==> config.mk <==
export PLATFORM = sky130hd
export DESIGN_NAME = epic_top
export DESIGN_NICKNAME = d
export VERILOG_FILES = /design/src/shared/epic_pkg.sv /design/src/shared/epic_edge_if.sv /design/src/rtl/epic_edge_det.sv /design/src/rtl/epic_top.sv
export SDC_FILE = /design/constraint.sdc
export NUM_CORES = 1
export LEC_CHECK = 0
export ABC_AREA = 1
export BUFFER_PORTS_ARGS = -buffer_cell sky130_fd_sc_hd__buf_2
export CORE_AREA = 2 2 128 142
export DETAILED_ROUTE_END_ITERATION = 6
export DIE_AREA = 0 0 130 144
export PLACE_DENSITY = 0.51
export SLEW_MARGIN = 10
export SYNTH_ARGS = -nofsm -noshare
export SYNTH_HDL_FRONTEND = slang
export SYNTH_HIERARCHICAL = 1
export SYNTH_SLANG_ARGS = --single-unit
==> constraint.sdc <==
create_clock -name clk_i -period 5.95 [get_ports clk_i]
set_input_delay 0.595 -clock clk_i [delete_from_list [all_inputs] [get_ports clk_i]]
set_output_delay 0.595 -clock clk_i [all_outputs]
set_load 0.02 [all_outputs]
==> src/shared/epic_pkg.sv <==
// Purpose: constants and types of the external pin interrupt controller
// Assumes: one 25 MHz clock, synchronous active-high reset, classic wishbone
// Notes on behaviour
// mask bit 0 lets a source be serviced, mask bit 1 blocks it
// request flag reads 0 when idle, 1 while a request is pending
// priority code 00 is level 0 (highest) up to 11, level 3 (lowest)
// per pin, no enable off, fall only, rise only, both enables both edges
// rising and falling enables are two 8-bit registers, pin n at bit n
// low byte: watchdog bit 0, voltage detect bit 1, pins 0-5 at bits 2-7
// priority low bit and high bit sit in two registers at the same position
// a valid edge sets the flag whatever the mask; flag and open mask request
package epic_pkg;
  localparam int NSRC     = 10;
  localparam int NEXT     = 8;
  localparam int SRC_WDT  = 0;
  localparam int SRC_LVD  = 1;
  localparam int SRC_EXT0 = 2;

  // word byte addresses
  localparam logic [7:0] OFS_MASK_LO = 8'h00;
  localparam logic [7:0] OFS_FLAG_LO = 8'h04;
  localparam logic [7:0] OFS_PRL_LO  = 8'h08;
  localparam logic [7:0] OFS_PRH_LO  = 8'h0C;
  localparam logic [7:0] OFS_RISE    = 8'h10;
  localparam logic [7:0] OFS_FALL    = 8'h14;
  localparam logic [7:0] OFS_MASK_HI = 8'h18;
  localparam logic [7:0] OFS_FLAG_HI = 8'h1C;
  localparam logic [7:0] OFS_PRL_HI  = 8'h20;
  localparam logic [7:0] OFS_PRH_HI  = 8'h24;
  localparam logic [7:0] OFS_STATE   = 8'h28;
  localparam logic [7:0] OFS_ISTS    = 8'h2C;
  localparam logic [7:0] OFS_IEN     = 8'h30;

  localparam logic [NSRC-1:0] RST_MASK = 10'h3FF;
  localparam logic [NSRC-1:0] RST_FLAG = 10'h000;
  localparam logic [NSRC-1:0] RST_PRIO = 10'h3FF;
  localparam logic [NEXT-1:0] RST_EDGE = 8'h00;
  localparam logic [NEXT-1:0] RST_IRQ  = 8'h00;
  localparam logic [NSRC-1:0] ONE_SRC  = 10'h001;

  typedef logic [3:0] epic_src_t;
  typedef logic [1:0] epic_lvl_t;
endpackage

==> src/shared/epic_edge_if.sv <==
// Purpose: carries pin levels, edge enables and edge hits
// Assumes: pins already synchronous to clk_i
// Notes: det drives hit, ctl drives the rest
`timescale 1ns/1ns
interface epic_edge_if #(
  parameter int N = 8
);
  logic [N-1:0] pin;
  logic [N-1:0] rise_en;
  logic [N-1:0] fall_en;
  logic [N-1:0] hit;
  modport det (input pin, input rise_en, input fall_en, output hit);
  modport ctl (output pin, output rise_en, output fall_en, input hit);
endinterface

==> src/rtl/epic_edge_det.sv <==
// Purpose: per-pin valid edge detection
// Assumes: pins synchronous to clk_i
// Notes: no hit in the first cycle after reset, avoids a false edge
`timescale 1ns/1ns
module epic_edge_det #(
  parameter int N = 8
) (
  input  wire logic   clk_i,
  input  wire logic   rst_i,
  epic_edge_if.det    bus
);
  logic armed_q;
  always_ff @(posedge clk_i) begin
    if (rst_i) begin
      armed_q <= 1'b0;
    end else begin
      armed_q <= 1'b1;
    end
  end

  genvar g;
  generate
    for (g = 0; g < N; g++) begin : g_ch
      logic prev_q;
      wire  rose;
      wire  fell;
      always_ff @(posedge clk_i) begin
        if (rst_i) begin
          prev_q <= 1'b0;
        end else begin
          prev_q <= bus.pin[g];
        end
      end
      assign rose = armed_q & bus.pin[g] & ~prev_q;
      assign fell = armed_q & ~bus.pin[g] & prev_q;
      assign bus.hit[g] = (bus.rise_en[g] & rose) | (bus.fall_en[g] & fell);
    end
  endgenerate
endmodule

==> src/rtl/epic_top.sv <==
// Purpose: external pin interrupt requests, masks, priorities, edge select
// Assumes: classic wishbone slave, 25 MHz clk_i, rst_i synchronous high
// Notes: req_o flags and req_src_o names the best pending source for the cpu acknowledge logic
`timescale 1ns/1ns
module epic_top
  import epic_pkg::*;
#(
  parameter int AW = 8
) (
  input  wire logic             clk_i,
  input  wire logic             rst_i,
  input  wire logic             wb_cyc_i,
  input  wire logic             wb_stb_i,
  input  wire logic             wb_we_i,
  input  wire logic [AW-1:0]    wb_adr_i,
  input  wire logic [3:0]       wb_sel_i,
  input  wire logic [31:0]      wb_dat_i,
  output logic      [31:0]      wb_dat_o,
  output logic                  wb_ack_o,
  input  wire logic [7:0]       ext_pin_i,
  input  wire logic             wdt_evt_i,
  input  wire logic             lvd_evt_i,
  input  wire logic             cpu_ack_i,
  input  wire epic_pkg::epic_src_t cpu_ack_src_i,
  output logic                  req_o,
  output epic_pkg::epic_src_t   req_src_o,
  output epic_pkg::epic_lvl_t   req_lvl_o,
  output logic                  irq_o
);
  import epic_pkg::*;

  logic [NSRC-1:0] mask_q;
  logic [NSRC-1:0] mask_d;
  logic [NSRC-1:0] flag_q;
  logic [NSRC-1:0] flag_d;
  logic [NSRC-1:0] flag_w;
  logic [NSRC-1:0] prl_q;
  logic [NSRC-1:0] prl_d;
  logic [NSRC-1:0] prh_q;
  logic [NSRC-1:0] prh_d;
  logic [NEXT-1:0] rise_q;
  logic [NEXT-1:0] rise_d;
  logic [NEXT-1:0] fall_q;
  logic [NEXT-1:0] fall_d;
  logic [NEXT-1:0] ists_q;
  logic [NEXT-1:0] ists_d;
  logic [NEXT-1:0] ien_q;
  logic [NEXT-1:0] ien_d;
  logic            ack_q;
  logic [31:0]     dat_q;
  logic            req_q;
  epic_src_t       src_q;
  epic_lvl_t       lvl_q;
  logic            irq_q;

  // edge detection
  epic_edge_if #(.N(NEXT)) edge_bus ();
  assign edge_bus.pin     = ext_pin_i;
  assign edge_bus.rise_en = rise_q;
  assign edge_bus.fall_en = fall_q;

  epic_edge_det #(.N(NEXT)) u_det (
    .clk_i (clk_i),
    .rst_i (rst_i),
    .bus   (edge_bus.det)
  );

  wire [NEXT-1:0] ext_hit = edge_bus.hit;

  // bus decode
  wire       bus_req = wb_cyc_i & wb_stb_i;
  wire       rd_new  = bus_req & ~ack_q;
  wire       wr_stb  = bus_req & wb_we_i & ack_q & wb_sel_i[0];
  wire       in_page = (wb_adr_i >> 8) == '0;
  wire [7:0] ofs     = {wb_adr_i[7:2], 2'h0};
  wire [7:0] wd      = wb_dat_i[7:0];

  wire sel_mask_lo = in_page && (ofs == OFS_MASK_LO);
  wire sel_flag_lo = in_page && (ofs == OFS_FLAG_LO);
  wire sel_prl_lo  = in_page && (ofs == OFS_PRL_LO);
  wire sel_prh_lo  = in_page && (ofs == OFS_PRH_LO);
  wire sel_rise    = in_page && (ofs == OFS_RISE);
  wire sel_fall    = in_page && (ofs == OFS_FALL);
  wire sel_mask_hi = in_page && (ofs == OFS_MASK_HI);
  wire sel_flag_hi = in_page && (ofs == OFS_FLAG_HI);
  wire sel_prl_hi  = in_page && (ofs == OFS_PRL_HI);
  wire sel_prh_hi  = in_page && (ofs == OFS_PRH_HI);
  wire sel_state   = in_page && (ofs == OFS_STATE);
  wire sel_ists    = in_page && (ofs == OFS_ISTS);
  wire sel_ien     = in_page && (ofs == OFS_IEN);

  // low byte: watchdog, voltage detect, pins 0..5; high byte: pins 6..7
  assign mask_d[7:0] = (wr_stb && sel_mask_lo) ? wd : mask_q[7:0];
  assign mask_d[9:8] = (wr_stb && sel_mask_hi) ? wd[1:0] : mask_q[9:8];
  assign prl_d[7:0]  = (wr_stb && sel_prl_lo) ? wd : prl_q[7:0];
  assign prl_d[9:8]  = (wr_stb && sel_prl_hi) ? wd[1:0] : prl_q[9:8];
  assign prh_d[7:0]  = (wr_stb && sel_prh_lo) ? wd : prh_q[7:0];
  assign prh_d[9:8]  = (wr_stb && sel_prh_hi) ? wd[1:0] : prh_q[9:8];
  assign rise_d      = (wr_stb && sel_rise) ? wd : rise_q;
  assign fall_d      = (wr_stb && sel_fall) ? wd : fall_q;
  assign ien_d       = (wr_stb && sel_ien) ? wd : ien_q;

  // request flags: a new event beats a software write or a cpu acknowledge
  wire [NSRC-1:0] src_set = {ext_hit, lvd_evt_i, wdt_evt_i};
  wire [NSRC-1:0] ack_clr = cpu_ack_i ? (ONE_SRC << cpu_ack_src_i) : '0;
  assign flag_w[7:0] = (wr_stb && sel_flag_lo) ? wd : flag_q[7:0];
  assign flag_w[9:8] = (wr_stb && sel_flag_hi) ? wd[1:0] : flag_q[9:8];
  assign flag_d = (flag_w & ~ack_clr) | src_set;

  // interrupt status: write one to clear, a same-cycle hit wins
  wire [NEXT-1:0] ists_clr = (wr_stb && sel_ists) ? wd : '0;
  assign ists_d = (ists_q & ~ists_clr) | ext_hit;

  // best pending source: lowest level number, then lowest index
  wire [NSRC-1:0] pend = flag_q & ~mask_q;
  logic      best_found;
  epic_src_t best_src;
  epic_lvl_t best_lvl;
  epic_lvl_t cur_lvl;
  always_comb begin
    best_found = 1'b0;
    best_src   = '0;
    best_lvl   = 2'h3;
    cur_lvl    = 2'h3;
    for (int i = 0; i < NSRC; i++) begin
      cur_lvl = {prh_q[i], prl_q[i]};
      if (pend[i] && (!best_found || cur_lvl < best_lvl)) begin
        best_found = 1'b1;
        best_src   = epic_src_t'(i);
        best_lvl   = cur_lvl;
      end
    end
  end

  // read selection
  wire [31:0] rd_data =
    sel_mask_lo ? {24'h0, mask_q[7:0]} :
    sel_flag_lo ? {24'h0, flag_q[7:0]} :
    sel_prl_lo  ? {24'h0, prl_q[7:0]} :
    sel_prh_lo  ? {24'h0, prh_q[7:0]} :
    sel_rise    ? {24'h0, rise_q} :
    sel_fall    ? {24'h0, fall_q} :
    sel_mask_hi ? {30'h0, mask_q[9:8]} :
    sel_flag_hi ? {30'h0, flag_q[9:8]} :
    sel_prl_hi  ? {30'h0, prl_q[9:8]} :
    sel_prh_hi  ? {30'h0, prh_q[9:8]} :
    sel_state   ? {25'h0, req_q, lvl_q, src_q} :
    sel_ists    ? {24'h0, ists_q} :
    sel_ien     ? {24'h0, ien_q} : 32'h0;

  always_ff @(posedge clk_i) begin
    if (rst_i) begin
      mask_q <= RST_MASK;
      flag_q <= RST_FLAG;
      prl_q  <= RST_PRIO;
      prh_q  <= RST_PRIO;
      rise_q <= RST_EDGE;
      fall_q <= RST_EDGE;
      ists_q <= RST_IRQ;
      ien_q  <= RST_IRQ;
    end else begin
      mask_q <= mask_d;
      flag_q <= flag_d;
      prl_q  <= prl_d;
      prh_q  <= prh_d;
      rise_q <= rise_d;
      fall_q <= fall_d;
      ists_q <= ists_d;
      ien_q  <= ien_d;
    end
  end

  // one wait state: ack the cycle after the request, data held in a flop
  always_ff @(posedge clk_i) begin
    if (rst_i) begin
      ack_q <= 1'b0;
      dat_q <= 32'h0;
    end else begin
      ack_q <= rd_new;
      dat_q <= rd_new ? rd_data : dat_q;
    end
  end

  // outputs registered, one cycle behind the flags they reflect
  always_ff @(posedge clk_i) begin
    if (rst_i) begin
      req_q <= 1'b0;
      src_q <= '0;
      lvl_q <= 2'h3;
      irq_q <= 1'b0;
    end else begin
      req_q <= best_found;
      src_q <= best_src;
      lvl_q <= best_lvl;
      irq_q <= |(ists_q & ien_q);
    end
  end

  assign wb_ack_o  = ack_q;
  assign wb_dat_o  = dat_q;
  assign req_o     = req_q;
  assign req_src_o = src_q;
  assign req_lvl_o = lvl_q;
  assign irq_o     = irq_q;

  // checks
  wire any_lvl0 = |(pend & ~prh_q & ~prl_q);
  wire only_l3  = (pend != '0) && ((pend & ~(prh_q & prl_q)) == '0);
endmodule

==> flow_summary.ini, run 1 <==
[worst_setup_path]
cp.required_ns = 6.13
start_kind = flop
crit_path_max_fanout = 5
endpoint_kind = flop
cpMaxStageDelayCell = dfxtp_1
cp_slowest_stage_delay_ns = 0.41
cpMostUsedCell = nand2_1
path_class = reg -> reg
cp_data_arrival_time_ns = 5.32

[cts]
root_buffer = clkbuf_16
cts_made_buffers = 9
h-tree-depth = 3
cts_sinks = 98
cts_tree = done
insertion_delay_ns = 0.35
clk_path_buf_depth = 2
path_clk_slew_ns = 0.06
post-cts-setup-buffers = 0

[place]
port_buffers = 51
gp_congestion = 0.9026
dp_hpwl_um = 12400
postPlaceCellArea_mm2 = 0.005517
dp_slack_ns = 0.6038
dp_cells = 1025

[yosys]
netlist_area_mm2 = 0.005112
synth_cells = 752
synth_top_area_frac = 0.3837
syn_area_per_cell_um2 = 6.798
ys_warn_count = 6
synth-seq-cells = 98
synth_top_area_cell = dfxtp_1
yosysUniqueCellTypes = 34
ys_top_cells_by_area = dfxtp_1, nand2_1, inv_1, a21oi_1, o211ai_1
yosysSeqAreaShare = 0.3837

[global_routing]
grt-ovfl-total = 0
grt_pass1_vias = 4476
grt_max_degree = 39
grt_pass1_wl_um = 24550
grt_antenna_before_repair = 0
track_usage = 0.1733

[final_layout]
fin_cells = 1040
fin_area_mm2 = 0.005819
syn2layout_area_growth_pct = 13.83
drive_gt1_frac = 0.1185
final_util = 0.3341
antenna_cells = 0
final_nets = 864

[pwr]
power_leakage_nw = 2.667
cellPowerDensity_mw_per_mm2 = 234.7
ir_drop_mv = 0.1308

[sta]
rsz0062_at_grt = false
worst_slack_ns = 0.8135
slew_viol_final = 0
fmax_ghz = 0.1947
setup_viol = 0
finalClockSkew_ns = 0.006615
period_needed_ns = 5.137
hold_viol_final = 0
tightest_slew_ns = 1.086
fin_tns_setup_ns = 0
slew_headroom = 0.2732
final.period_utilization = 0.8633

[floorplan]
initial_core_util = 0.2935
die_h_um = 144
dieWidth_um = 130
io_pins = 105
dieArea_mm2 = 0.01872
rows = 51
core_mm2 = 0.01742

[route]
route.detailed.drc = 0
ant_nets = 0
post_drt_wl_per_cell_um = 15.41
dr.pass1.iters = 6
drt_iter0_drc = 321
vias_per_cell = 4.764
dr_total_vias = 4955
wirelength_um = 16030

[status]
status = complete, no violations

[run]
drv_cap = 0

[worst_hold_path]
hold_class = in -> reg
[timing repair]
| item | in CTS | in global routing |
|---|---|---|
| hold buffers | 0 | 0 |
| resized for setup | 0 | 3 |
| endpoints found under the setup margin | 0 | 6 |
[cell type report]
cell class / instances / area, um^2
Clock buffer: 12 / 236.5
Clock inverter: 3 / 65.06
Fill cell: 1928 / 11600
Inverter: 113 / 424.2
Multi-Input combinational cell: 522 / 2555
Sequential cell: 98 / 1963
Tap cell: 238 / 297.8
Timing Repair Buffer: 54 / 277.8
[layer usage]
| metal | track usage | routed length [um] | vias to the layer above |
|---|---|---|---|
| li1 | - | - | 2542 |
| met5 | 0 | 0 | - |
| met1 | 0.2311 | 7404 | 2262 |
| met3 | 0.01961 | 687 | 18 |
| met4 | 0.07018 | 340 | 0 |
| met2 | 0.2852 | 7594 | 133 |
[logic make-up after synthesis]
family,after synthesis,synth area share
adders and majority gates,2,0.004894
buffers and inverters,155,0.1334
DFF,98,0.3837
other,1,0.0007335
AOI/OAI and AO/OA,178,0.2066
and+or+nand+nor,318,0.2707
[synth_stat cells, drive strengths merged]
| cell | number |
|---|---|
| nand2 | 183 |
| inv | 109 |
| dfxtp | 98 |
| a21oi | 69 |
| nor2 | 64 |
| o21ai | 52 |
| o211ai | 39 |
| nand3 | 37 |
| buf | 26 |
| nand4 | 23 |
| clkbuf | 16 |
| nor3 | 9 |
| o2111ai | 5 |
| clkinv | 4 |
| o221ai | 4 |
| o21a | 3 |
| a221oi | 2 |
| ha | 2 |
| a22o | 1 |
| a22oi | 1 |
| and2 | 1 |
| conb | 1 |
| nor4 | 1 |
| o22ai | 1 |
| o32ai | 1 |
[placed cells by master, fill, tap and decap left out, types with 18 or more instances in the layout]
| master | synthesis | layout |
|---|---|---|
| nand2_2 | 18 | 18 |
| nand3_1 | 35 | 35 |
| inv_1 | 105 | 105 |
| o21ai_0 | 52 | 50 |
| o211ai_1 | 39 | 39 |
| buf_2 | 1 | 51 |
| nand2_1 | 164 | 164 |
| nand4_1 | 23 | 23 |
| nor2_1 | 63 | 63 |
| conb_1 | 1 | 24 |
| a21oi_1 | 67 | 67 |
| dfxtp_1 | 98 | 97 |
[power breakdown]
group	total, mW	switching, mW	internal (mW)	leakage [nW]
Combinational	0.0847	0.0649	0.0198	1.73
Clock	0.613	0.247	0.366	0.147
Sequential	0.668	0.00576	0.662	0.795
[critical path: cells and delay by family (launching register included)]
kind                       cells  cell delay (ns)
and+or+nand+nor               48             3.59
adders and majority gates      2             0.52
DFF                            1             0.41
AOI/OAI and AO/OA              2             0.40
buffers and inverters          1             0.05
[flip-flops by register name, indices dropped and copies added, names as in the netlist, 2 cells and up]
signal             cells
ists_q                 8
edge_bus.fall_en       8
req_src_o              4
edge_bus.rise_en       8
mask_q                10
u_det/g_ch.prev_q      8
flag_q                10
prh_q                 10
prl_q                 10
wb_dat_o               8
ien_q                  8
req_lvl_o              2
[worst paths after layout]
kind                             startpoint           end  cells past startpoint  slack, ns
worst max register to register     prh_q[1]  req_lvl_o[0]                     53       0.81
worst max-delay path               prh_q[1]  req_lvl_o[0]                     53       0.81
worst min register to register  wb_dat_o[4]   wb_dat_o[4]                      2       0.47
worst min-delay path              lvd_evt_i     flag_q[1]                      2       0.47
[per-stage QoR]
| step | power [mW] | hold WS (ns) |
|---|---|---|
| 4_1_cts | 1.381 | 0.4517 |
| 2_1_floorplan | 0.7439 | 0.4623 |
| 3_5_place_dp | 0.7674 | 0.4564 |
| 6_report | 1.366 | 0.4660 |
| 3_3_place_gp | 0.7675 | 0.4561 |
| 5_1_grt | 1.413 | 0.4628 |
No activity file was read; power rests on OpenSTA's default activity.
==> run 2: changes to the inputs <==
--- a/config.mk
+++ b/config.mk
@@ -6,11 +6,12 @@
 export NUM_CORES = 1
 export LEC_CHECK = 0
 export ABC_AREA = 1
-export BUFFER_PORTS_ARGS = -buffer_cell sky130_fd_sc_hd__buf_2
 export CORE_AREA = 2 2 128 142
 export DETAILED_ROUTE_END_ITERATION = 6
 export DIE_AREA = 0 0 130 144
-export PLACE_DENSITY = 0.51
+export DONT_BUFFER_PORTS = 1
+export GPL_ROUTABILITY_DRIVEN = 0
+export PLACE_DENSITY = 0.46
 export SLEW_MARGIN = 10
 export SYNTH_ARGS = -nofsm -noshare
 export SYNTH_HDL_FRONTEND = slang
==> constraint.sdc (replaced) <==
create_clock -name clk_i -period 5.2 [get_ports clk_i]
set_input_delay 0.52 -clock clk_i [delete_from_list [all_inputs] [get_ports clk_i]]
set_output_delay 0.52 -clock clk_i [all_outputs]
set_load 0.02 [all_outputs]
==> flow_summary.ini, run 2 (same netlist as run 1, synthesis figures left out) <==
[final_layout]
syn2layout_area_growth_pct = 15.32
final_nets = 841
final_util = 0.3384
mostFrequentLayoutCell = nand2_1
final_cell_mix = nand2_1, inv_1, dfxtp_1
antenna_cells = 0
drive_gt1_frac = 0.1309
fin_area_mm2 = 0.005896
fin_cells = 1017
fillers = 1901

[worst_setup_path]
cp.required_ns = 5.41
path_class = reg -> reg
cpMostUsedCell = nand2_2
cpMaxStageDelayCell = dfxtp_2
rr_endpoint = req_lvl_o[0]
cp_slowest_stage_delay_ns = 0.36
start_kind = flop
reg2reg_setup_slack_ns = 0.16
endpoint_kind = flop
r2r_start = mask_q[0]
crit_path_max_fanout = 5
worstRegToRegCells = 53
cp_data_arrival_time_ns = 5.25

[pwr]
cellPowerDensity_mw_per_mm2 = 264.8
power_leakage_nw = 2.601
ir_drop_mv = 0.1362

[route]
dr.pass1.iters = 5
drt_iter0_drc = 274
route.detailed.drc = 0
dr_total_vias = 4852
vias_per_cell = 4.771
ant_nets = 0
wirelength_um = 16750
post_drt_wl_per_cell_um = 16.47

[status]
status = complete, no violations

[sta]
period_needed_ns = 5.039
tightest_slew_ns = 1.221
whs_ns = 0.2201
hold_viol_final = 0
slew_viol_final = 0
final.period_utilization = 0.9690
fmax_ghz = 0.1985
fin_tns_setup_ns = 0
setup_viol = 0
finalClockSkew_ns = 0.01259
slew_headroom = 0.1829
rsz0062_at_grt = true

[global_routing]
grt-ovfl-total = 0
grt_pass1_wl_um = 25020
grt_max_degree = 61
grt_antenna_before_repair = 0
grt_pass1_vias = 4379
track_usage = 0.1808

[floorplan]
core_mm2 = 0.01742
io_pins = 105
rows = 51
dieArea_mm2 = 0.01872
initial_core_util = 0.2935
die_h_um = 144
dieWidth_um = 130

[cts]
cts_made_buffers = 9
root_buffer = clkbuf_16
h-tree-depth = 3
cts_sinks = 98
path_clk_slew_ns = 0.07
clk_path_buf_depth = 2
cts_tree = done
insertion_delay_ns = 0.36

[worst_hold_path]
hold_depth = 1
hold_class = in -> reg
whs_endpoint = u_det/armed_q
min_from = rst_i

[place]
dp_cells = 998
dp_hpwl_um = 12630
port_buffers = 0
postPlaceCellArea_mm2 = 0.005441

[run]
drv_cap = 0
-- run 2: cell count changes in the layout (fill, tap and decap cells not counted), moves of 4 or more --
| cell | before | now |
|---|---|---|
| buf_2 | 51 | 0 |
| buf_4 | 3 | 30 |
| nand2_1 | 164 | 150 |
| nand2_2 | 18 | 27 |
| nand2_4 | 1 | 6 |
| dfxtp_1 | 97 | 93 |
| nor2_1 | 63 | 59 |
| nor2_2 | 0 | 4 |
-- run 2: layout make-up --
cell class	count	area [um^2]	area share
clock inverter	5	78.83	0.01337
inverter	113	424.2	0.07194
multi-input combinational	522	2656	0.4506
timing repair buffer	31	236.5	0.04011
clock buffer	10	229.0	0.03884
sequential	98	1973	0.3347
tap	238	297.8	0.05051
-- run 2: how the worst max path moves through the flow --
stage / slack, ns / from / cells past startpoint / endpoint
CTS: 0.05 / flag_q[0] / 53 / req_lvl_o[0]
detailed placement: -0.07 / flag_q[0] / 53 / req_lvl_o[0]
finish: 0.16 / mask_q[0] / 53 / req_lvl_o[0]
floorplan: 0.68 / flag_q[0] / 53 / req_lvl_o[1]
global route: -0.44 / mask_q[1] / 54 / req_lvl_o[1]
global placement: -0.14 / flag_q[0] / 53 / req_lvl_o[0]
-- run 2: routing by layer --
layer	routed length [um]	global-route usage	part of all wire
met2	7880	0.2880	0.47
met1	7473	0.2374	0.45
met4	564	0.08149	0.034
met5	0	0	0
met3	829	0.03367	0.049
-- run 2: metrics by stage --
stage / power (mW) / setup WS (ns)
after detailed placement: 0.8535 / -0.07285
after floorplan: 0.8511 / 0.6805
after global placement: 0.8540 / -0.1433
final: 1.561 / 0.1613
after CTS: 1.575 / 0.04519
after global routing: 1.607 / -0.4414
-- run 2: power by group --
group / switching [mW] / internal, mW
Combinational: 0.0566 / 0.0132
Sequential: 0.00934 / 0.757
Clock: 0.306 / 0.420
-- run 2: critical path: cells and delay by family, from the launching register on --
kind                       cells  cell delay (ns)
DFF                            1             0.36
AOI/OAI and AO/OA              4             0.42
and+or+nand+nor               46             3.45
adders and majority gates      2             0.57
buffers and inverters          1             0.06
-- run 2: timing repair --
item | CTS | global route
hold endpoints to repair | 0 | 0
endpoints found under the setup margin | 6 | 6
pin swaps | 0 | 22
setup buffers | 0 | 4
hold buffers | 0 | 0
gates resized for setup | 2 | 38
cloned | 0 | 0
==> run 3: changes to the inputs <==
--- a/config.mk
+++ b/config.mk
@@ -5,10 +5,9 @@
 export SDC_FILE = /design/constraint.sdc
 export NUM_CORES = 1
 export LEC_CHECK = 0
-export ABC_AREA = 1
-export CORE_AREA = 2 2 128 142
+export CORE_AREA = 2 2 132 147
 export DETAILED_ROUTE_END_ITERATION = 6
-export DIE_AREA = 0 0 130 144
+export DIE_AREA = 0 0 134 149
 export DONT_BUFFER_PORTS = 1
 export GPL_ROUTABILITY_DRIVEN = 0
 export PLACE_DENSITY = 0.46
==> flow_summary.ini, run 3 <==
[route]
drt_iter0_drc = 426
vias_per_cell = 5.496
wirelength_um = 19040
post_drt_wl_per_cell_um = 20.51
route.detailed.drc = 0
ant_nets = 0
dr_total_vias = 5100
dr.pass1.iters = 5

[cts]
cts_sinks = 98
post-cts-setup-buffers = 0
clk_path_buf_depth = 2
cts_resized = 0
insertion_delay_ns = 0.36
h-tree-depth = 3
cts_tree = done
path_clk_slew_ns = 0.07
cts_made_buffers = 9
cts_hold_buffers = 0
root_buffer = clkbuf_16

[worst_setup_path]
endpoint_kind = flop
cp.required_ns = 5.45
crit_path_max_fanout = 5
path_class = reg -> reg
cp_data_arrival_time_ns = 4.78
start_kind = flop

[yosys]
netlist_area_mm2 = 0.005471
ys_warn_count = 6
synth.most_common_cell = nand2_1
synth_cells = 695
synth-edff-count = 0
synth_common_cells = nand2_1, dfxtp_1, nor2_1, a21oi_1, nand3_1
yosysSeqAreaShare = 0.3586
synth_top_area_cell = dfxtp_1
synth_top_area_frac = 0.3586
synth-async-reset-ratio = 0
yosysUniqueCellTypes = 78
synth-seq-cells = 98
ys_top_cells_by_area = dfxtp_1, nand2_1, a21oi_1, nor2_1, nand3_1
synth_ff_type = dfxtp_1
syn_area_per_cell_um2 = 7.873

[place]
dp_slack_ns = 0.7567
port_buffers = 0
postPlaceCellArea_mm2 = 0.005584
dp_hpwl_um = 14340

[final_layout]
final_nets = 742
final_cell_mix = nand2_1, dfxtp_1, nor2_1
antenna_cells = 0
mostFrequentLayoutCell = nand2_1
fin_area_mm2 = 0.005891
drive_gt1_frac = 0.07636
syn2layout_area_growth_pct = 7.661
final_util = 0.3161

[status]
status = complete, no violations

[sta]
slew_viol_final = 0
fmax_ghz = 0.2206
fin_tns_setup_ns = 0
hold_viol_final = 0
worst_slack_ns = 0.6660
finalClockSkew_ns = 0.01133
period_needed_ns = 4.534
slew_headroom = 0.3299
tightest_slew_ns = 1.005
rsz0062_at_grt = false
setup_viol = 0
final.period_utilization = 0.8719

[pwr]
ir_drop_mv = 0.1545
cellPowerDensity_mw_per_mm2 = 263.5
power_leakage_nw = 2.209

[global_routing]
grt_max_degree = 75
grt_pass1_wl_um = 28690
track_usage = 0.1906
top_usage_layer = met2
grt_antenna_before_repair = 0
grt-ovfl-total = 0
use_met3 = 0.03840
use_met1 = 0.2383
grtUsageMet2 = 0.3228
grt_pass1_vias = 4844

[floorplan]
initial_core_util = 0.2936
dieArea_mm2 = 0.01997
core_mm2 = 0.01863
io_pins = 105
rows = 53
die_h_um = 149
dieWidth_um = 134

[run]
drv_cap = 0

[worst_hold_path]
hold_class = in -> reg
[run 3: cell families after synthesis]
kind of cell	share of synthesized area
compound gates	0.2095
fa+ha+maj	0.01006
buf+inv	0.07409
flops	0.3586
mux	0.05625
other cells	0.0006854
simple gates	0.2909
[run 3: layer usage]
metal / vias to the layer above / routed length, um
met5: - / 0
met3: 37 / 1212
met4: 0 / 497
met2: 197 / 9382
li1: 2422 / -
met1: 2444 / 7943
[run 3: layout make-up]
| cell class | count | area, um^2 |
|---|---|---|
| timing repair buffer | 9 | 67.56 |
| multi-input combinational | 544 | 3193 |
| inverter | 14 | 52.55 |
| clock inverter | 5 | 63.81 |
| sequential | 98 | 1962 |
| fill | 1987 | 12740 |
| clock buffer | 11 | 242.7 |
| tap | 247 | 309.0 |
[run 3: critical path, stage by stage, from the launching register on]
cell and delay [ns]:
dfxtp_1 0.46, nor3b_2 0.12, or4_2 0.67, a211oi_2 0.33, o21ai_0 0.17, o211a_1 0.28, o21bai_1 0.14, o21bai_2 0.15
nand2_2 0.08, o41ai_4 0.41, mux2_4 0.35, ha_1 0.20, nor4b_1 0.43, a21o_1 0.26, nor2_1 0.07, a221oi_1 0.29
[run 3: path summary, 6_finish.rpt]
| path | start | end | slack (ns) | cells after the start |
|---|---|---|---|---|
| hold reg to reg | ien_q[1] | ien_q[1] | 0.47 | 2 |
| setup / recovery | prh_q[1] | req_src_o[0] | 0.67 | 15 |
| hold / removal | rst_i | u_det/armed_q | 0.21 | 1 |
| setup reg to reg | prh_q[1] | req_src_o[0] | 0.67 | 15 |
[run 3: power by group]
group	internal [mW]	switching (mW)
clock network	0.389	0.317
logic	0.0248	0.0495
registers	0.759	0.0130
[run 3: through the flow]
step	power, mW	hold WS [ns]	instances
global placement	0.8638	0.4580	912
detailed placement	0.8632	0.4594	912
finish	1.552	0.2111	928
floorplan	0.8749	0.4464	718
global route	1.607	0.2114	928
CTS	1.565	0.2065	928
